<file path="src/rtl/serial_tx_pkg.sv">
// Package for the asynchronous serial transmitter: register map, bit fields,
// reset values and timing figures.
// Assumes a 50 MHz APB clock and 32-bit APB data with one register a word.
package serial_tx_pkg;

    // ------------------------------------------------------------------
    // Register byte addresses
    // ------------------------------------------------------------------
    localparam logic [7:0] addr_transmit_control_status = 8'h00;
    localparam logic [7:0] addr_receive_control_status  = 8'h04;
    localparam logic [7:0] addr_baud_control            = 8'h08;
    localparam logic [7:0] addr_baud_divisor_low        = 8'h0c;
    localparam logic [7:0] addr_baud_divisor_high       = 8'h10;
    localparam logic [7:0] addr_transmit_buffer         = 8'h14;
    localparam logic [7:0] addr_port_direction          = 8'h18;
    localparam logic [7:0] addr_irq_enable              = 8'h1c;

    // ------------------------------------------------------------------
    // Field positions
    // ------------------------------------------------------------------
    localparam int tcs_nine_bit   = 6;
    localparam int tcs_tx_enable  = 5;
    localparam int tcs_clocked    = 4;
    localparam int tcs_high_speed = 2;
    localparam int tcs_shift_mt   = 1;
    localparam int tcs_ninth_bit  = 0;
    localparam int rcs_port_en    = 7;
    localparam int bct_wide       = 3;
    localparam int pd_tx_dir      = 0;
    localparam int pd_rx_dir      = 1;
    localparam int pd_tx_latch    = 2;
    localparam int pd_rx_latch    = 3;
    localparam int ien_tx_empty   = 0;

    // ------------------------------------------------------------------
    // Reset values and timing
    // ------------------------------------------------------------------
    localparam logic [7:0] reset_transmit_control = 8'h02;
    localparam logic [7:0] reset_byte_zero        = 8'h00;
    localparam logic [7:0] reset_port_direction   = 8'h03;
    localparam int clk_hz         = 50_000_000;
    localparam int tcy_ns         = 200;
    localparam int clk_ns         = 1_000_000_000 / clk_hz;
    localparam int tcy_cycles     = (tcy_ns + clk_ns - 1) / clk_ns;
    localparam int frame_bits_max = 11;

    typedef enum logic [1:0] {tx_idle, tx_shift} tx_state_e;

endpackage

</file>
<file path="src/rtl/async_serial_transmitter.sv">
// Asynchronous transmit half of the enhanced serial port, APB slave.
// Assumes one 50 MHz clock; receive pin comes from outside the clock domain.
//
// What this block does
// - Transmit line idles at mark level whenever port enabled and no frame is sent.
// - Frame is start bit low, eight or nine data bits, stop high.
// - Every bit, start and stop included, lasts exactly one bit period.
// - Data goes out least significant bit first, shared format and rate.
// - No hardware parity; software puts any parity in ninth bit.
// - Baud generator divides clock, 8 or 16 bit, from divisor registers.
// - Transmitter runs only with enable set, clocked off, port enabled.
// - Port enable makes transmit pin an output of the serial logic.
// - Port enable forces receive pin input, still readable, latch blocked.
// - Buffer-empty flag sets as soon as transmitter enable sets.
// - Buffer write loads shifter at once when shifter is empty.
// - Busy shifter: character waits, moves within one cycle after stop.
// - Start, data and stop follow each load at once, back to back.
// - Buffer-empty flag set unless shifter busy and character queued.
// - Buffer-empty flag not cleared at write; valid two cycles later.
// - Buffer-empty flag read-only; follows state while enable set, held clear while enable clear.
// - Interrupt output is flag gated by transmit interrupt enable.
// - Shifter-empty bit set when empty, clear from load to last bit.
// - Nine-bit mode shifts ninth bit last, loaded with buffer write.
// - Clearing port enable resets the whole transmit path.
//
// Design decisions made here: the placing of the registers and the APB interface to the registers.
module async_serial_transmitter
    import serial_tx_pkg::*;
#(
    parameter int divisor_width = 16
)(
    input  wire logic        pclk,
    input  wire logic        presetn,
    input  wire logic        psel,
    input  wire logic        penable,
    input  wire logic        pwrite,
    input  wire logic [7:0]  paddr,
    input  wire logic [31:0] pwdata,
    output logic      [31:0] prdata,
    output logic             pready,
    output logic             pslverr,
    output logic             tx_out,
    output logic             tx_oe,
    output logic             rx_out,
    output logic             rx_oe,
    input  wire logic        rx_in,
    output logic             tx_irq
);

    // Elaboration check: the divisor registers are fixed at two bytes
    if (divisor_width != 16)
        $error("divisor_width must be 16");

    // ------------------------------------------------------------------
    // Registers
    // ------------------------------------------------------------------
    logic [7:0]  tcs;
    logic        port_en;
    logic        wide;
    logic [15:0] divisor;
    logic [3:0]  pin_dir;
    logic        irq_en;
    logic [8:0]  buf_data;
    logic        buf_full;
    logic [9:0]  shifter;
    logic [3:0]  bits_left;
    logic [15:0] baud_cnt;
    logic [1:0]  flag_delay;
    logic        empty_flag;
    logic [2:0]  rx_sync;
    logic        rx_seen;
    tx_state_e   state;

    // ------------------------------------------------------------------
    // Decode
    // ------------------------------------------------------------------
    wire access     = psel && penable;
    wire wr         = access && pwrite;
    wire wr_tcs     = wr && paddr == addr_transmit_control_status;
    wire wr_rcs     = wr && paddr == addr_receive_control_status;
    wire wr_bct     = wr && paddr == addr_baud_control;
    wire wr_dlo     = wr && paddr == addr_baud_divisor_low;
    wire wr_dhi     = wr && paddr == addr_baud_divisor_high;
    wire wr_buf     = wr && paddr == addr_transmit_buffer;
    wire wr_dir     = wr && paddr == addr_port_direction;
    wire wr_ien     = wr && paddr == addr_irq_enable;
    wire mapped     = paddr[7:5] == 3'h0 && paddr[1:0] == 2'h0;
    wire tx_enabled = tcs[tcs_tx_enable];
    wire run        = tx_enabled && !tcs[tcs_clocked] && port_en;
    wire nine       = tcs[tcs_nine_bit];
    // Baud tick: 8-bit mode ignores the high divisor byte
    wire [15:0] div_eff  = wide ? divisor : {8'h00, divisor[7:0]};
    wire        baud_tick = baud_cnt == 16'h0000;
    wire        last_bit  = state == tx_shift && bits_left == 4'h1
                            && baud_tick;
    wire        shifter_free = state == tx_idle || last_bit;
    wire        load     = run && (buf_full || wr_buf) && shifter_free;
    wire [8:0]  load_src = buf_full ? buf_data
                                    : {tcs[tcs_ninth_bit], pwdata[7:0]};
    // Stop(1) in eight-bit mode (shifted in as fill for nine), data, start(0); shift right so the LSB leaves first
    wire [9:0]  frame    = nine ? {load_src, 1'b0}
                                : {1'b1, load_src[7:0], 1'b0};
    wire [3:0]  frame_len = nine ? 4'(frame_bits_max) : 4'(frame_bits_max - 1);
    wire        queued   = run && buf_full && !shifter_free;
    wire        next_flag = tx_enabled && !(buf_full || queued);

    function automatic logic [7:0] rd_mux(input logic [7:0] a);
        unique case (a)
            addr_transmit_control_status:
                rd_mux = {tcs[7:2], state == tx_idle, tcs[0]};
            addr_receive_control_status: rd_mux = {port_en, 7'h00};
            addr_baud_control:      rd_mux = {4'h0, wide, 3'h0};
            addr_baud_divisor_low:  rd_mux = divisor[7:0];
            addr_baud_divisor_high: rd_mux = divisor[15:8];
            addr_port_direction:    rd_mux = {3'h0, rx_seen, pin_dir};
            addr_irq_enable:        rd_mux = {6'h00, empty_flag, irq_en};
            default:                rd_mux = 8'h00;
        endcase
    endfunction

    // ------------------------------------------------------------------
    // APB slave, zero wait states
    // ------------------------------------------------------------------
    always_ff @(posedge pclk or negedge presetn)
    begin
        if (!presetn)
        begin
            tcs     <= reset_transmit_control;
            port_en <= 1'b0;
            wide    <= 1'b0;
            divisor <= 16'h0000;
            pin_dir <= 4'(reset_port_direction);
            irq_en  <= 1'b0;
            prdata  <= 32'h0000_0000;
            pslverr <= 1'b0;
            pready  <= 1'b0;
        end
        else
        begin
            pready  <= psel && !penable;
            pslverr <= psel && !penable && !mapped;
            prdata  <= (psel && !penable && !pwrite)
                       ? {24'h000000, rd_mux(paddr)} : 32'h0000_0000;
            // Shifter-empty bit is read-only
            if (wr_tcs)
                tcs <= {pwdata[7:2], 1'b0, pwdata[0]};
            if (wr_rcs)
                port_en <= pwdata[rcs_port_en];
            if (wr_bct)
                wide <= pwdata[bct_wide];
            if (wr_dlo)
                divisor[7:0] <= pwdata[7:0];
            if (wr_dhi)
                divisor[15:8] <= pwdata[7:0];
            if (wr_dir)
                pin_dir <= pwdata[3:0];
            if (wr_ien)
                irq_en <= pwdata[ien_tx_empty];
        end
    end

    // ------------------------------------------------------------------
    // Transmit buffer and shifter
    // ------------------------------------------------------------------
    always_ff @(posedge pclk or negedge presetn)
    begin
        if (!presetn)
        begin
            buf_full  <= 1'b0;
            buf_data  <= 9'h000;
            shifter   <= 10'h3ff;
            bits_left <= 4'h0;
            baud_cnt  <= 16'h0000;
            state     <= tx_idle;
        end
        else if (!run)
        begin
            // Disabling or clearing port enable flushes everything
            buf_full  <= 1'b0;
            shifter   <= 10'h3ff;
            bits_left <= 4'h0;
            baud_cnt  <= 16'h0000;
            state     <= tx_idle;
        end
        else
        begin
            if (wr_buf && !shifter_free)
            begin
                buf_full <= 1'b1;
                buf_data <= {tcs[tcs_ninth_bit], pwdata[7:0]};
            end
            else if (load && buf_full)
                buf_full <= 1'b0;
            if (load)
            begin
                shifter   <= frame;
                bits_left <= frame_len;
                baud_cnt  <= div_eff;
                state     <= tx_shift;
            end
            else if (state == tx_shift)
            begin
                baud_cnt <= baud_tick ? div_eff : baud_cnt - 16'h0001;
                if (baud_tick)
                begin
                    shifter   <= {1'b1, shifter[9:1]};
                    bits_left <= bits_left - 4'h1;
                    if (bits_left == 4'h1)
                        state <= tx_idle;
                end
            end
        end
    end

    // ------------------------------------------------------------------
    // Flags, pins, receive pin sampling
    // ------------------------------------------------------------------
    always_ff @(posedge pclk or negedge presetn)
    begin
        if (!presetn)
        begin
            flag_delay <= 2'h0;
            empty_flag <= 1'b0;
            tx_irq     <= 1'b0;
            tx_out     <= 1'b1;
            tx_oe      <= 1'b0;
            rx_out     <= 1'b0;
            rx_oe      <= 1'b0;
            rx_sync    <= 3'h0;
            rx_seen    <= 1'b0;
        end
        else
        begin
            // Flag sets at once on enable; a write shows two cycles later
            flag_delay <= {flag_delay[0], wr_buf};
            if (!tx_enabled)
                empty_flag <= 1'b0;
            else if (!empty_flag || !(wr_buf || flag_delay[0]))
                empty_flag <= next_flag;
            tx_irq <= empty_flag && irq_en;
            // Idle mark also covers a stopped or disabled shifter
            tx_out <= port_en ? (state == tx_shift ? shifter[0] : 1'b1)
                              : pin_dir[pd_tx_latch];
            tx_oe  <= port_en || !pin_dir[pd_tx_dir];
            rx_out <= pin_dir[pd_rx_latch];
            rx_oe  <= !port_en && !pin_dir[pd_rx_dir];
            rx_sync <= {rx_sync[1:0], rx_in};
            if (rx_sync[2] == rx_sync[1])
                rx_seen <= rx_sync[1];
        end
    end
endmodule

</file>
<file path="config.mk">
export PLATFORM = sky130hd
export DESIGN_NAME = async_serial_transmitter
export DESIGN_NICKNAME = d
export VERILOG_FILES = /design/src/rtl/serial_tx_pkg.sv /design/src/rtl/async_serial_transmitter.sv
export SDC_FILE = /design/constraint.sdc
export NUM_CORES = 1
export LEC_CHECK = 0
export ABC_CLOCK_PERIOD_IN_PS = 3500
export BUFFER_PORTS_ARGS = -buffer_cell sky130_fd_sc_hd__buf_2
export CORE_AREA = 2 2 119 121
export CTS_CLUSTER_DIAMETER = 50
export DETAILED_ROUTE_END_ITERATION = 6
export DIE_AREA = 0 0 121 123
export PLACE_DENSITY = 0.51
export SLEW_MARGIN = 20
export SYNTH_ARGS = -nofsm -noshare
export SYNTH_HDL_FRONTEND = slang
export SYNTH_SLANG_ARGS = --single-unit
</file>
<file path="constraint.sdc">
create_clock -name pclk -period 3.5 [get_ports pclk]
set_input_delay 0.35 -clock pclk [delete_from_list [all_inputs] [get_ports pclk]]
set_output_delay 0.35 -clock pclk [all_outputs]
set_load 0.01 [all_outputs]
</file>
Word level (Yosys, flattened, before mapping)
Cells that the tools add are included.
W data, S select, Z words.
{"block": "classes", "n_addsub": 2, "eq_ne": 15, "n_mux": 30, "reduce_logical": 52}
{"op": "$mux W16", "count": 5}
{"op": "$pmux W8 S7", "count": 1}
{"op": "$mux W10", "count": 5}
{"op": "$eq A8 B5 Y1 const B", "count": 4}
{"op": "$logic_and A1 B1 Y1", "count": 27}
{"op": "$eq A8 B4 Y1 const B", "count": 2}
{"op": "$logic_not A16 Y1", "count": 1}
{"op": "$mux W4", "count": 4}
{"op": "$sub A16 B1 Y16 const B", "count": 1}
{"op": "$ne A3 B1 Y1 const B", "count": 4}
{"op": "$logic_not A1 Y1", "count": 11}
{"op": "$mux W2", "count": 5}
{"op": "$mux W9", "count": 1}
{"op": "$eq A8 B3 Y1 const B", "count": 1}
{"op": "$logic_not A8 Y1", "count": 1}
{"op": "$mux W1", "count": 8}
{"op": "$mux W8", "count": 1}
{"op": "$logic_or A1 B1 Y1", "count": 6}
{"op": "$eq A4 B1 Y1 const B", "count": 1}
{"op": "$logic_not A2 Y1", "count": 2}
{"op": "$reduce_and A2 Y1", "count": 2}
{"op": "$sub A4 B1 Y4 const B", "count": 1}
{"op": "$logic_not A3 Y1", "count": 1}
{"op": "$reduce_and A3 Y1", "count": 1}
{"op": "3 further kinds", "count": 3}
{"block": "totals", "register_bits": 94, "inputBits": 46, "output_inout_bits": 39, "elab_cells": 124}

Depth between registers and ports, before layout
Gate-level depths: netlist of the first run.
{"block": "depth", "word_depth": 11, "depth_mapped": 9, "ltp_nobuf": 7}

Least setup slack after synthesis of the first run
No wires, ideal clock.
{"block": "synth_path", "kind": "reg2reg", "start": "register baud_cnt[0]", "end": "register buf_data[0]", "setup_ns": 0.125, "t_arrival_ns": 2.405, "required_time_ns": 3.375, "slack_ns": 0.970, "stages_incl_launch_ff": 10, "path_buffers": 2, "period_less_slack_ns": 2.530, "cell_sequence": "dfrtp_1 inv_1 ha_1 or4b_2 or4_4 buf_6 nor2_2 nor3b_1 buf_6 mux2_4"}
{"block": "synth_between", "elab_chain_len": 6}
{"element": "start: declaration", "line": "async_serial_transmitter.sv:67", "source": "logic [15:0] baud_cnt;"}
{"element": "start signal: assignment", "line": "async_serial_transmitter.sv:198", "source": "baud_cnt <= div_eff;"}
{"element": "start signal: assignment", "line": "async_serial_transmitter.sv:203", "source": "baud_cnt <= baud_tick ? div_eff : baud_cnt - 16'h0001;"}
{"element": "$logic_not A16 Y1", "line": "async_serial_transmitter.sv:93", "source": "wire baud_tick = baud_cnt == 16'h0000;"}
{"element": "$logic_and A1 B1 Y1", "line": "async_serial_transmitter.sv:95", "source": "&& baud_tick;"}
{"element": "$logic_or A1 B1 Y1", "line": "async_serial_transmitter.sv:96", "source": "wire shifter_free = state == tx_idle || last_bit;"}
{"element": "$logic_not A1 Y1", "line": "async_serial_transmitter.sv:187", "source": "if (wr_buf && !shifter_free)"}
{"element": "$logic_and A1 B1 Y1", "line": "async_serial_transmitter.sv:187"}
{"element": "$reduce_and A2 Y1 (no line)"}
{"element": "end signal: assignment", "line": "async_serial_transmitter.sv:190", "source": "buf_data <= {tcs[tcs_ninth_bit], pwdata[7:0]};"}
{"element": "end: declaration", "line": "async_serial_transmitter.sv:63", "source": "logic [8:0] buf_data;"}
No other way between the ends.
A chain may end at the register's enable or synchronous reset.

Final worst setup path of the first run
{"block": "layout_path", "start": "register baud_cnt[0]", "end": "register baud_cnt[12]"}
{"block": "layout_between", "elab_chain_len": 6, "word_cells_on_any_way": 10, "cone_classes": "add/sub: 1; eq/ne: 1; mux: 4; reduce/logical: 4"}
{"element": "branches (longest 6 deep; another with $sub A16 B1 Y16)"}
Several ways; the timed one is not identified. The select of a mux whose other input is x is not followed.

==> impl_metrics.csv, run 1 <==
group,metric,value,unit
routing,via_per_inst,5.38,
setup_path,critPathBufInv,1,
routing,drt_wl_total,12.3,mm
die,dieArea,14900,µm²
setup_path,cpPeakStageDelay,640,ps
place,hpwl,8.98,mm
setup_path,required,3790,ps
synth,ys_types,67,
finish,drive_above_1_share,29.7,%
sta,hold_viol,0,
routing,wl_per_cell,18.7,µm
routing,dr.max_layer_used,"met4",
sta,min_period,2980,ps
sta,fin_skew,6.33,ps
worst_hold_path,hold_path_class,"primary input to flop",
routing,drc_errors,0,
finish,insertedDiodeCount,0,
place,place_congestion,0.853,
finish,instances_no_fill,655,
synth,synthFlopType,"dfrtp_1",
global_route,grt-ovfl-total,0,
synth,syn_inst,429,
sta,setup_viol,0,
clocking,post_cts_buffers,0,
die,io_pins,85,
synth,yosysSeqAreaShare,48.3,%
setup_path,r2r_setup_slack,520,ps
global_route,grt_max_degree,35,
pwr,p_total,0.00216,W
global_route,grt_pass1_vias,3494,
sta,rsz0062_at_grt,"no",
synth,synthesis.area,4800,µm²
sta,drv_slew,0,
synth,syn_area_per_cell,11.2,µm²
die,die_y,123,µm
pwr,power_density,399,nW/µm²
routing,met3_wirelength,534,µm
routing,drtAntennaViolNets,0,
sta,max_slew_margin,34.2,%
clocking,cts_max_level,3,
clocking,clk_latency,350,ps
sta,fin_tns_setup,0,ps
setup_path,cp_data_arrival_time,3270,ps
clocking,hold_buffers,1,
sta,timing.hold.ws,106,ps
finish,fin_nets,520,
sta,fmax,336,MHz
synth,synth_warnings,0,
synth,synth-seq-cells,92,
clocking,ctsResizeCount,0,
routing,drt_pass1_iterations,4,
pwr,p_leak,2.42,nW
global_route,grt_pass1_wl,19.5,mm
pwr,ir_drop,328,µV
die,die_w,121,µm
setup_path,crit_type,"flop to flop",
clocking,clk_pin_slew,70,ps
sta,worst_pin_slew,983,ps
global_route,grt_use_total,17.5,%
setup_path,cp_top_family,"simple AND/OR/NAND/NOR gates",
clocking,clock_sinks,92,
routing,drt-met1-wl,5.76,mm
routing,drt_iter0_drc,186,
routing,vias,3524,
setup_path,critical_path.slowest_cell,"or4b_2",
routing,routed-wl-met2,5.77,mm
finish,areaGrowthSynthToFinish,12.7,%
die,placementRows,43,
place,place_inst,638,
clocking,cts_root_buf,"clkbuf_16",
sta,period_share,85.1,%
clocking,clockBufferDepth,2,
die,core_area,13600,µm²
place,portBuffers,36,
synth,synth-async-reset-ratio,100,%
setup_path,critPathCaptureType,"flop",
setup_path,cp_max_fo,12,
die,initial_core_util,35.3,%
outcome,status,"complete, no violations",
setup_path,start_kind,"flop",
setup_path,crit_chain,"inv_1 -> ha_1 -> or4b_2 -> or4_4 -> o21a_1 -> o31ai_4 -> a221o_1",
clocking,cts_buffers,9,
job,drv_cap,0,
synth,synth-edff-count,0,
clocking,cts_tree,"built",
global_route,antenna_found_initial,0,
[final cells by class]
| class | instances | area, µm² |
|---|---|---|
| fillers | 1352 | 8200 |
| flip-flops and latches | 92 | 2320 |
| multi-input cells | 308 | 2260 |
| repair buffers | 47 | 268 |
| clock buffers | 10 | 229 |
| well taps | 180 | 225 |
| clock inverters | 6 | 65.1 |
| inverters | 12 | 45.0 |
[routing by layer]
| layer | vias to the layer above | global-route usage, % |
|---|---|---|
| met5 | - | 0 |
| met4 | 0 | 6.25 |
| met3 | 15 | 3.74 |
| met2 | 67 | 27.7 |
| met1 | 1795 | 23.8 |
| li1 | 1647 | - |
[layout by cell type, fill, tap and decap left out, types with 5 or more instances in the layout]
cell,instances
dfrtp_1,79
mux2_2,39
buf_2,35
nor2_1,27
nor3_1,26
nand2_1,26
conb_1,24
dfstp_2,13
inv_1,12
o21ai_0,11
buf_4,11
a21oi_1,10
a221o_1,10
mux2i_1,9
nor4_1,9
mux2_4,9
clkbuf_16,9
a221oi_1,7
nand3_1,5
nand3b_1,5
a311oi_1,5
[power breakdown]
group	internal [W]	switching (W)	leakage [nW]
clock network	0.000554	0.000426	0.142
registers	0.00107	0.00000894	1.21
logic	0.0000279	0.0000670	1.07
[state kept, by name, indices dropped and copies added, names as in the netlist, 3 cells and up]
register,flops
buf_data,9
prdata,8
baud_cnt,16
rx_sync,3
tcs,7
bits_left,4
pin_dir,4
divisor,16
shifter,10
[Yosys cell counts (3+ instances only)]
cell | instances | area (µm²)
or2_2 | 3 | 18.8
mux2i_1 | 9 | 90.1
a221o_1 | 10 | 100
mux2_2 | 39 | 439
mux2_4 | 9 | 135
ha_1 | 4 | 50.1
a31oi_1 | 3 | 18.8
buf_4 | 26 | 195
nor2_1 | 27 | 101
buf_6 | 4 | 45.0
nand3b_1 | 5 | 37.5
nand2_1 | 26 | 97.6
inv_1 | 12 | 45.0
a221oi_1 | 7 | 61.3
or3_1 | 3 | 18.8
nor3_1 | 27 | 135
nand2b_1 | 3 | 18.8
a211oi_1 | 3 | 22.5
and2_1 | 4 | 25.0
nor4_1 | 10 | 62.6
nor3b_1 | 3 | 22.5
clkbuf_1 | 6 | 22.5
a222oi_1 | 4 | 40.0
o21ai_0 | 11 | 55.1
a21oi_1 | 10 | 50.1
nor2b_1 | 4 | 25.0
dfrtp_1 | 79 | 1980
buf_2 | 3 | 15.0
a311oi_1 | 5 | 43.8
and3_1 | 3 | 18.8
nand3_1 | 5 | 25.0
dfstp_2 | 13 | 342
[path summary, 6_finish.rpt]
kind / from / end / cells after the start
worst max register to register: baud_cnt[0] / baud_cnt[12] / 7
max in group asynchronous: presetn / shifter[4] / 3
worst min-delay path: rx_in / rx_sync[0] / 1
worst min register to register: rx_sync[0] / rx_sync[1] / 0
min in group asynchronous: presetn / pin_dir[3] / 2
worst max-delay path: baud_cnt[0] / baud_cnt[12] / 7
[cell families after synthesis]
family,synth area share [%]
other cells,0.0781
fa+ha+maj,1.25
xor+xnor,0.729
mux,13.8
simple gates,15.4
flops,48.3
compound gates,13.6
buf+inv,6.80
[metrics by stage]
stage                     worst slack, ps  instance area, µm²  util, %
final                                 522                5410     39.8
after CTS                             542                5410     39.7
after floorplan                       970                4890        -
after global routing                  403                5410     39.8
after global placement                578                5100     37.5
after detailed placement              570                5100     37.5
No activity file was read; power rests on OpenSTA's default activity.
==> run 2, diff against run 1 <==
--- a/config.mk
+++ b/config.mk
@@ -5,12 +5,13 @@
 export SDC_FILE = /design/constraint.sdc
 export NUM_CORES = 1
 export LEC_CHECK = 0
-export ABC_CLOCK_PERIOD_IN_PS = 3500
+export ABC_CLOCK_PERIOD_IN_PS = 3300
 export BUFFER_PORTS_ARGS = -buffer_cell sky130_fd_sc_hd__buf_2
 export CORE_AREA = 2 2 119 121
 export CTS_CLUSTER_DIAMETER = 50
 export DETAILED_ROUTE_END_ITERATION = 6
 export DIE_AREA = 0 0 121 123
+export GPL_TIMING_DRIVEN = 0
 export PLACE_DENSITY = 0.51
 export SLEW_MARGIN = 20
 export SYNTH_ARGS = -nofsm -noshare
==> constraint.sdc (replaced) <==
create_clock -name pclk -period 3.3 [get_ports pclk]
set_input_delay 0.33 -clock pclk [delete_from_list [all_inputs] [get_ports pclk]]
set_output_delay 0.33 -clock pclk [all_outputs]
set_load 0.01 [all_outputs]
==> run 2 against run 1 <==
Against the previous run: non-clock buffer count increased by 30; maximum frequency increased by 2.8%; clock power increased by 15%; global-route usage increased by 0.54 points; register-to-register slack got worse by 120 ps; cell area increased by 4.8%; setup slack got worse by 120 ps; critical endpoint is now bits_left[2]; highest routed layer unchanged.
==> impl_metrics.csv, run 2 (synthesized netlist as in run 1, its figures left out) <==
group,metric,value,unit
setup_path,rr_worst_depth,8,
worst_hold_path,hp-start,"rx_in",
sta,worst_pin_slew,995,ps
sta,drv_slew,0,
die,placementRows,43,
die,die_w,121,µm
sta,timing.hold.ws,92.2,ps
sta,fin_tns_setup,0,ps
setup_path,cp_max_fo,10,
routing,drtAntennaViolNets,0,
global_route,grt-ovfl-total,0,
setup_path,required,3540,ps
place,place_congestion,0.898,
sta,fmax,345,MHz
worst_hold_path,hold_path_class,"primary input to flop",
routing,drc_errors,0,
finish,drive_above_1_share,32.3,%
pwr,p_leak,2.59,nW
job,drv_cap,0,
die,dieArea,14900,µm²
finish,areaGrowthSynthToFinish,18.0,%
clocking,cts_max_level,3,
routing,drt_pass1_iterations,5,
sta,period_share,87.8,%
worst_hold_path,whs_path_depth,1,
place,portBuffers,35,
pwr,ir_drop,275,µV
finish,mostFrequentLayoutCells,"dfrtp_1 (79), mux2_2 (39), buf_2 (37)",
clocking,cts_tree,"built",
clocking,cts_buffers,9,
routing,wl_per_cell,18.3,µm
sta,min_period,2900,ps
clocking,ctsResizeCount,0,
setup_path,cp_data_arrival_time,3130,ps
clocking,cts_root_buf,"clkbuf_16",
global_route,grt_pass1_vias,3513,
finish,layout_commonest_cell,"dfrtp_1",
routing,via_per_inst,5.27,
clocking,clk_latency,350,ps
sta,fin_skew,9.07,ps
sta,setup_viol,0,
sta,hold_viol,0,
setup_path,cp-startpoint,"baud_cnt[0]",
setup_path,start_kind,"flop",
sta,rsz0062_at_grt,"no",
pwr,power_density,424,nW/µm²
global_route,grt_use_total,18.0,%
routing,vias,3609,
setup_path,r2r_setup_slack,400,ps
die,io_pins,85,
die,core_area,13600,µm²
clocking,clk_pin_slew,60,ps
die,die_y,123,µm
routing,drt_wl_total,12.5,mm
routing,drt_iter0_drc,335,
clocking,clock_sinks,92,
global_route,antenna_found_initial,0,
finish,fillCellCount,1313,
finish,top_regs,"baud_cnt: 16 flops, divisor: 16 flops, shifter: 10 flops",
finish,fin_nets,550,
global_route,grt_max_degree,57,
setup_path,critPathCaptureType,"flop",
setup_path,r2r-start,"baud_cnt[0]",
finish,fin_area,5670,µm²
place,placed_area,5330,µm²
sta,max_slew_margin,33.1,%
outcome,status,"complete, no violations",
clocking,clockBufferDepth,2,
die,initial_core_util,35.3,%
finish,insertedDiodeCount,0,
place,hpwl,9.20,mm
global_route,grt_pass1_wl,20.0,mm
setup_path,crit_type,"flop to flop",
## run 2: power by group
part	switching (W)	internal, W	total [W]
sequential	0.00000989	0.00114	0.00115
combinational	0.0000751	0.0000503	0.000125
clock	0.000458	0.000672	0.00113
## run 2: worst paths after layout
kind / end
worst max-delay path: bits_left[2]
worst min-delay path: rx_sync[0]
worst max register to register: bits_left[2]
worst min register to register: rx_sync[1]
max in group asynchronous: pin_dir[0]
min in group asynchronous: pin_dir[3]
## run 2: final cells by class
cell class              instances  area, µm²  area share (%)
multi-input cells             308       2260            39.8
clock inverters                 6       95.1            1.68
plain buffers                  40        282            4.96
well taps                     180        225            3.97
inverters                      12       45.0           0.794
clock buffers                  10        229            4.04
repair buffers                 37        219            3.86
flip-flops and latches         92       2320            40.9
## run 2: timing repair
action,in CTS,in global routing
hold buffers,1,0
hold endpoints to repair,24,0
setup buffers,0,0
## run 2: routing by layer
metal  global-route usage, %  wire, µm  vias up
li1                        -         -     1703
met1                    25.6      6050     1810
met2                    27.7      5820       82
met3                    2.91       440       14
met4                    7.05       209        0
met5                       0         0        -
## run 2: through the flow
step / worst slack (ps) / utilization [%] / power, W / std cells
after floorplan: 770 / - / 0.00123 / 452
after global placement: 300 / 38.9 / 0.00129 / 667
after detailed placement: 404 / 39.2 / 0.00130 / 668
after CTS: 388 / 41.6 / 0.00243 / 685
after global routing: 258 / 41.7 / 0.00249 / 685
final: 402 / 41.7 / 0.00241 / 685
## run 2: critical path, cell delays in order, from the launching register on
cell and delay, ps:
dfrtp_1 420, inv_1 100, ha_1 140, or4b_2 620, nor4_1 590, buf_2 370
nand3_1 120, xor2_1 170, a211oi_1 250
==> run 3, diff against run 2 <==
--- a/config.mk
+++ b/config.mk
@@ -7,12 +7,12 @@
 export LEC_CHECK = 0
 export ABC_CLOCK_PERIOD_IN_PS = 3300
 export BUFFER_PORTS_ARGS = -buffer_cell sky130_fd_sc_hd__buf_2
-export CORE_AREA = 2 2 119 121
+export CORE_AREA = 2 2 96 98
 export CTS_CLUSTER_DIAMETER = 50
 export DETAILED_ROUTE_END_ITERATION = 6
-export DIE_AREA = 0 0 121 123
+export DIE_AREA = 0 0 98 100
 export GPL_TIMING_DRIVEN = 0
-export PLACE_DENSITY = 0.51
+export PLACE_DENSITY = 0.75
 export SLEW_MARGIN = 20
 export SYNTH_ARGS = -nofsm -noshare
 export SYNTH_HDL_FRONTEND = slang
==> run 3 against run 2 <==
Against the previous run: wire length is 7.4% lower; largest cell class unchanged; combinational power about the same; setup slack better by 5.6 ps; worst hold slack got worse by 22 ps; utilization increased by 20 points; via count is 3.1% higher; register-to-register slack about the same; die area shrank 34%; critical path depth is the same; critical endpoint unchanged; sequential share of layout area up 1.5 points; clock power down 26%; cell area down 3.5%.
==> impl_metrics.csv, run 3 (synthesized netlist as in run 1, its figures left out) <==
group,metric,value,unit
setup_path,cp_data_arrival_time,3170,ps
clocking,clk_latency,370,ps
place,portBuffers,35,
pwr,power_density,386,nW/µm²
global_route,grt_max_degree,60,
global_route,grt_use_total,24.6,%
clocking,cts_root_buf,"clkbuf_8",
global_route,grt_pass1_vias,3538,
sta,drv_slew,0,
die,dieArea,9800,µm²
finish,mostFrequentLayoutCells,"dfrtp_1 (79), mux2_2 (39), buf_2 (37)",
routing,wl_per_cell,18.8,µm
setup_path,cp_max_fo,10,
clocking,cts_buffers,9,
sta,rsz0062_at_grt,"no",
setup_path,critPathCaptureType,"flop",
routing,via_per_inst,6.04,
finish,areaGrowthSynthToFinish,13.9,%
place,hpwl,8.56,mm
setup_path,start_kind,"flop",
clocking,hold_buffers,1,
die,initial_core_util,54.0,%
finish,post-route-util,61.6,%
pwr,ir_drop,266,µV
global_route,antenna_found_initial,0,
place,preCtsSetupSlack,452,ps
finish,layout_commonest_cell,"dfrtp_1",
finish,top_regs,"baud_cnt: 16 flops, divisor: 16 flops, shifter: 10 flops",
clocking,post_cts_buffers,0,
die,placementRows,35,
clocking,ctsResizeCount,0,
sta,fin_skew,10.4,ps
sta,hold_viol,0,
clocking,cts_max_level,3,
clocking,clock_sinks,92,
sta,worst_pin_slew,1060,ps
global_route,grt_pass1_wl,18.8,mm
pwr,p_leak,2.53,nW
routing,drc_errors,0,
finish,fin_nets,550,
routing,drt_wl_total,11.6,mm
routing,vias,3720,
routing,drt_pass1_iterations,7,
sta,fin_tns_setup,0,ps
sta,period_share,87.6,%
die,core_area,8890,µm²
finish,drive_above_1_share,32.1,%
sta,min_period,2890,ps
place,place_congestion,0.908,
setup_path,crit_type,"flop to flop",
routing,drtAntennaViolNets,0,
clocking,clockBufferDepth,2,
sta,setup_slack,408,ps
clocking,cts_tree,"built",
finish,insertedDiodeCount,0,
clocking,clk_pin_slew,90,ps
sta,setup_viol,0,
die,die_y,100,µm
sta,timing.hold.ws,70.7,ps
outcome,status,"complete, no violations",
setup_path,required,3580,ps
routing,drt_iter0_drc,353,
sta,max_slew_margin,28.5,%
die,io_pins,85,
global_route,grt-ovfl-total,0,
die,die_w,98,µm
worst_hold_path,hold_path_class,"primary input to flop",
job,drv_cap,0,
sta,fmax,346,MHz
## run 3: final timing paths
check | startpoint | to | slack (ps) | cells after the start
max | baud_cnt[0] | bits_left[2] | 410 | 8
min | rx_in | rx_sync[0] | 70 | 1
max reg2reg | baud_cnt[0] | bits_left[2] | 410 | 8
min reg2reg | rx_sync[0] | rx_sync[1] | 350 | 0
max in group asynchronous | presetn | shifter[5] | 2170 | 3
min in group asynchronous | presetn | rx_oe | 440 | 2
## run 3: layout make-up
| cell class | count | area (µm²) |
|---|---|---|
| fillers | 737 | 3420 |
| repair buffers | 37 | 215 |
| multi-input cells | 308 | 2260 |
| clock inverters | 5 | 85.1 |
| clock buffers | 11 | 131 |
| plain buffers | 40 | 282 |
| flip-flops and latches | 92 | 2320 |
| inverters | 12 | 45.0 |
| well taps | 111 | 139 |
## run 3: critical path, cell delays in order (launching register included)
cell	delay, ps
dfrtp_1	440
inv_1	100
ha_1	140
or4b_2	620
nor4_1	630
buf_2	360
nand3_1	120
xor2_1	170
a211oi_1	220
## run 3: stage by stage
step / cells / instance area (µm²) / power (W)
2_1_floorplan: 452 / 4890 / 0.00123
3_3_place_gp: 598 / 5200 / 0.00128
3_5_place_dp: 599 / 5240 / 0.00129
4_1_cts: 616 / 5460 / 0.00212
5_1_grt: 616 / 5470 / 0.00218
6_report: 616 / 5470 / 0.00211
## run 3: report_power, final
group          internal [W]  switching [W]  total [W]
Combinational     0.0000499      0.0000745   0.000124
Sequential          0.00114     0.00000930    0.00115
Clock              0.000432       0.000407   0.000838
## run 3: metal layers
layer	wire (µm)	part of all wire, %	global-route usage, %	vias to the layer above
met2	5530	48	38.0	144
met4	240	2.1	9.08	0
met3	783	6.8	3.83	21
li1	-	-	-	1696
met1	5040	43	35.6	1859
met5	0	0	0	-
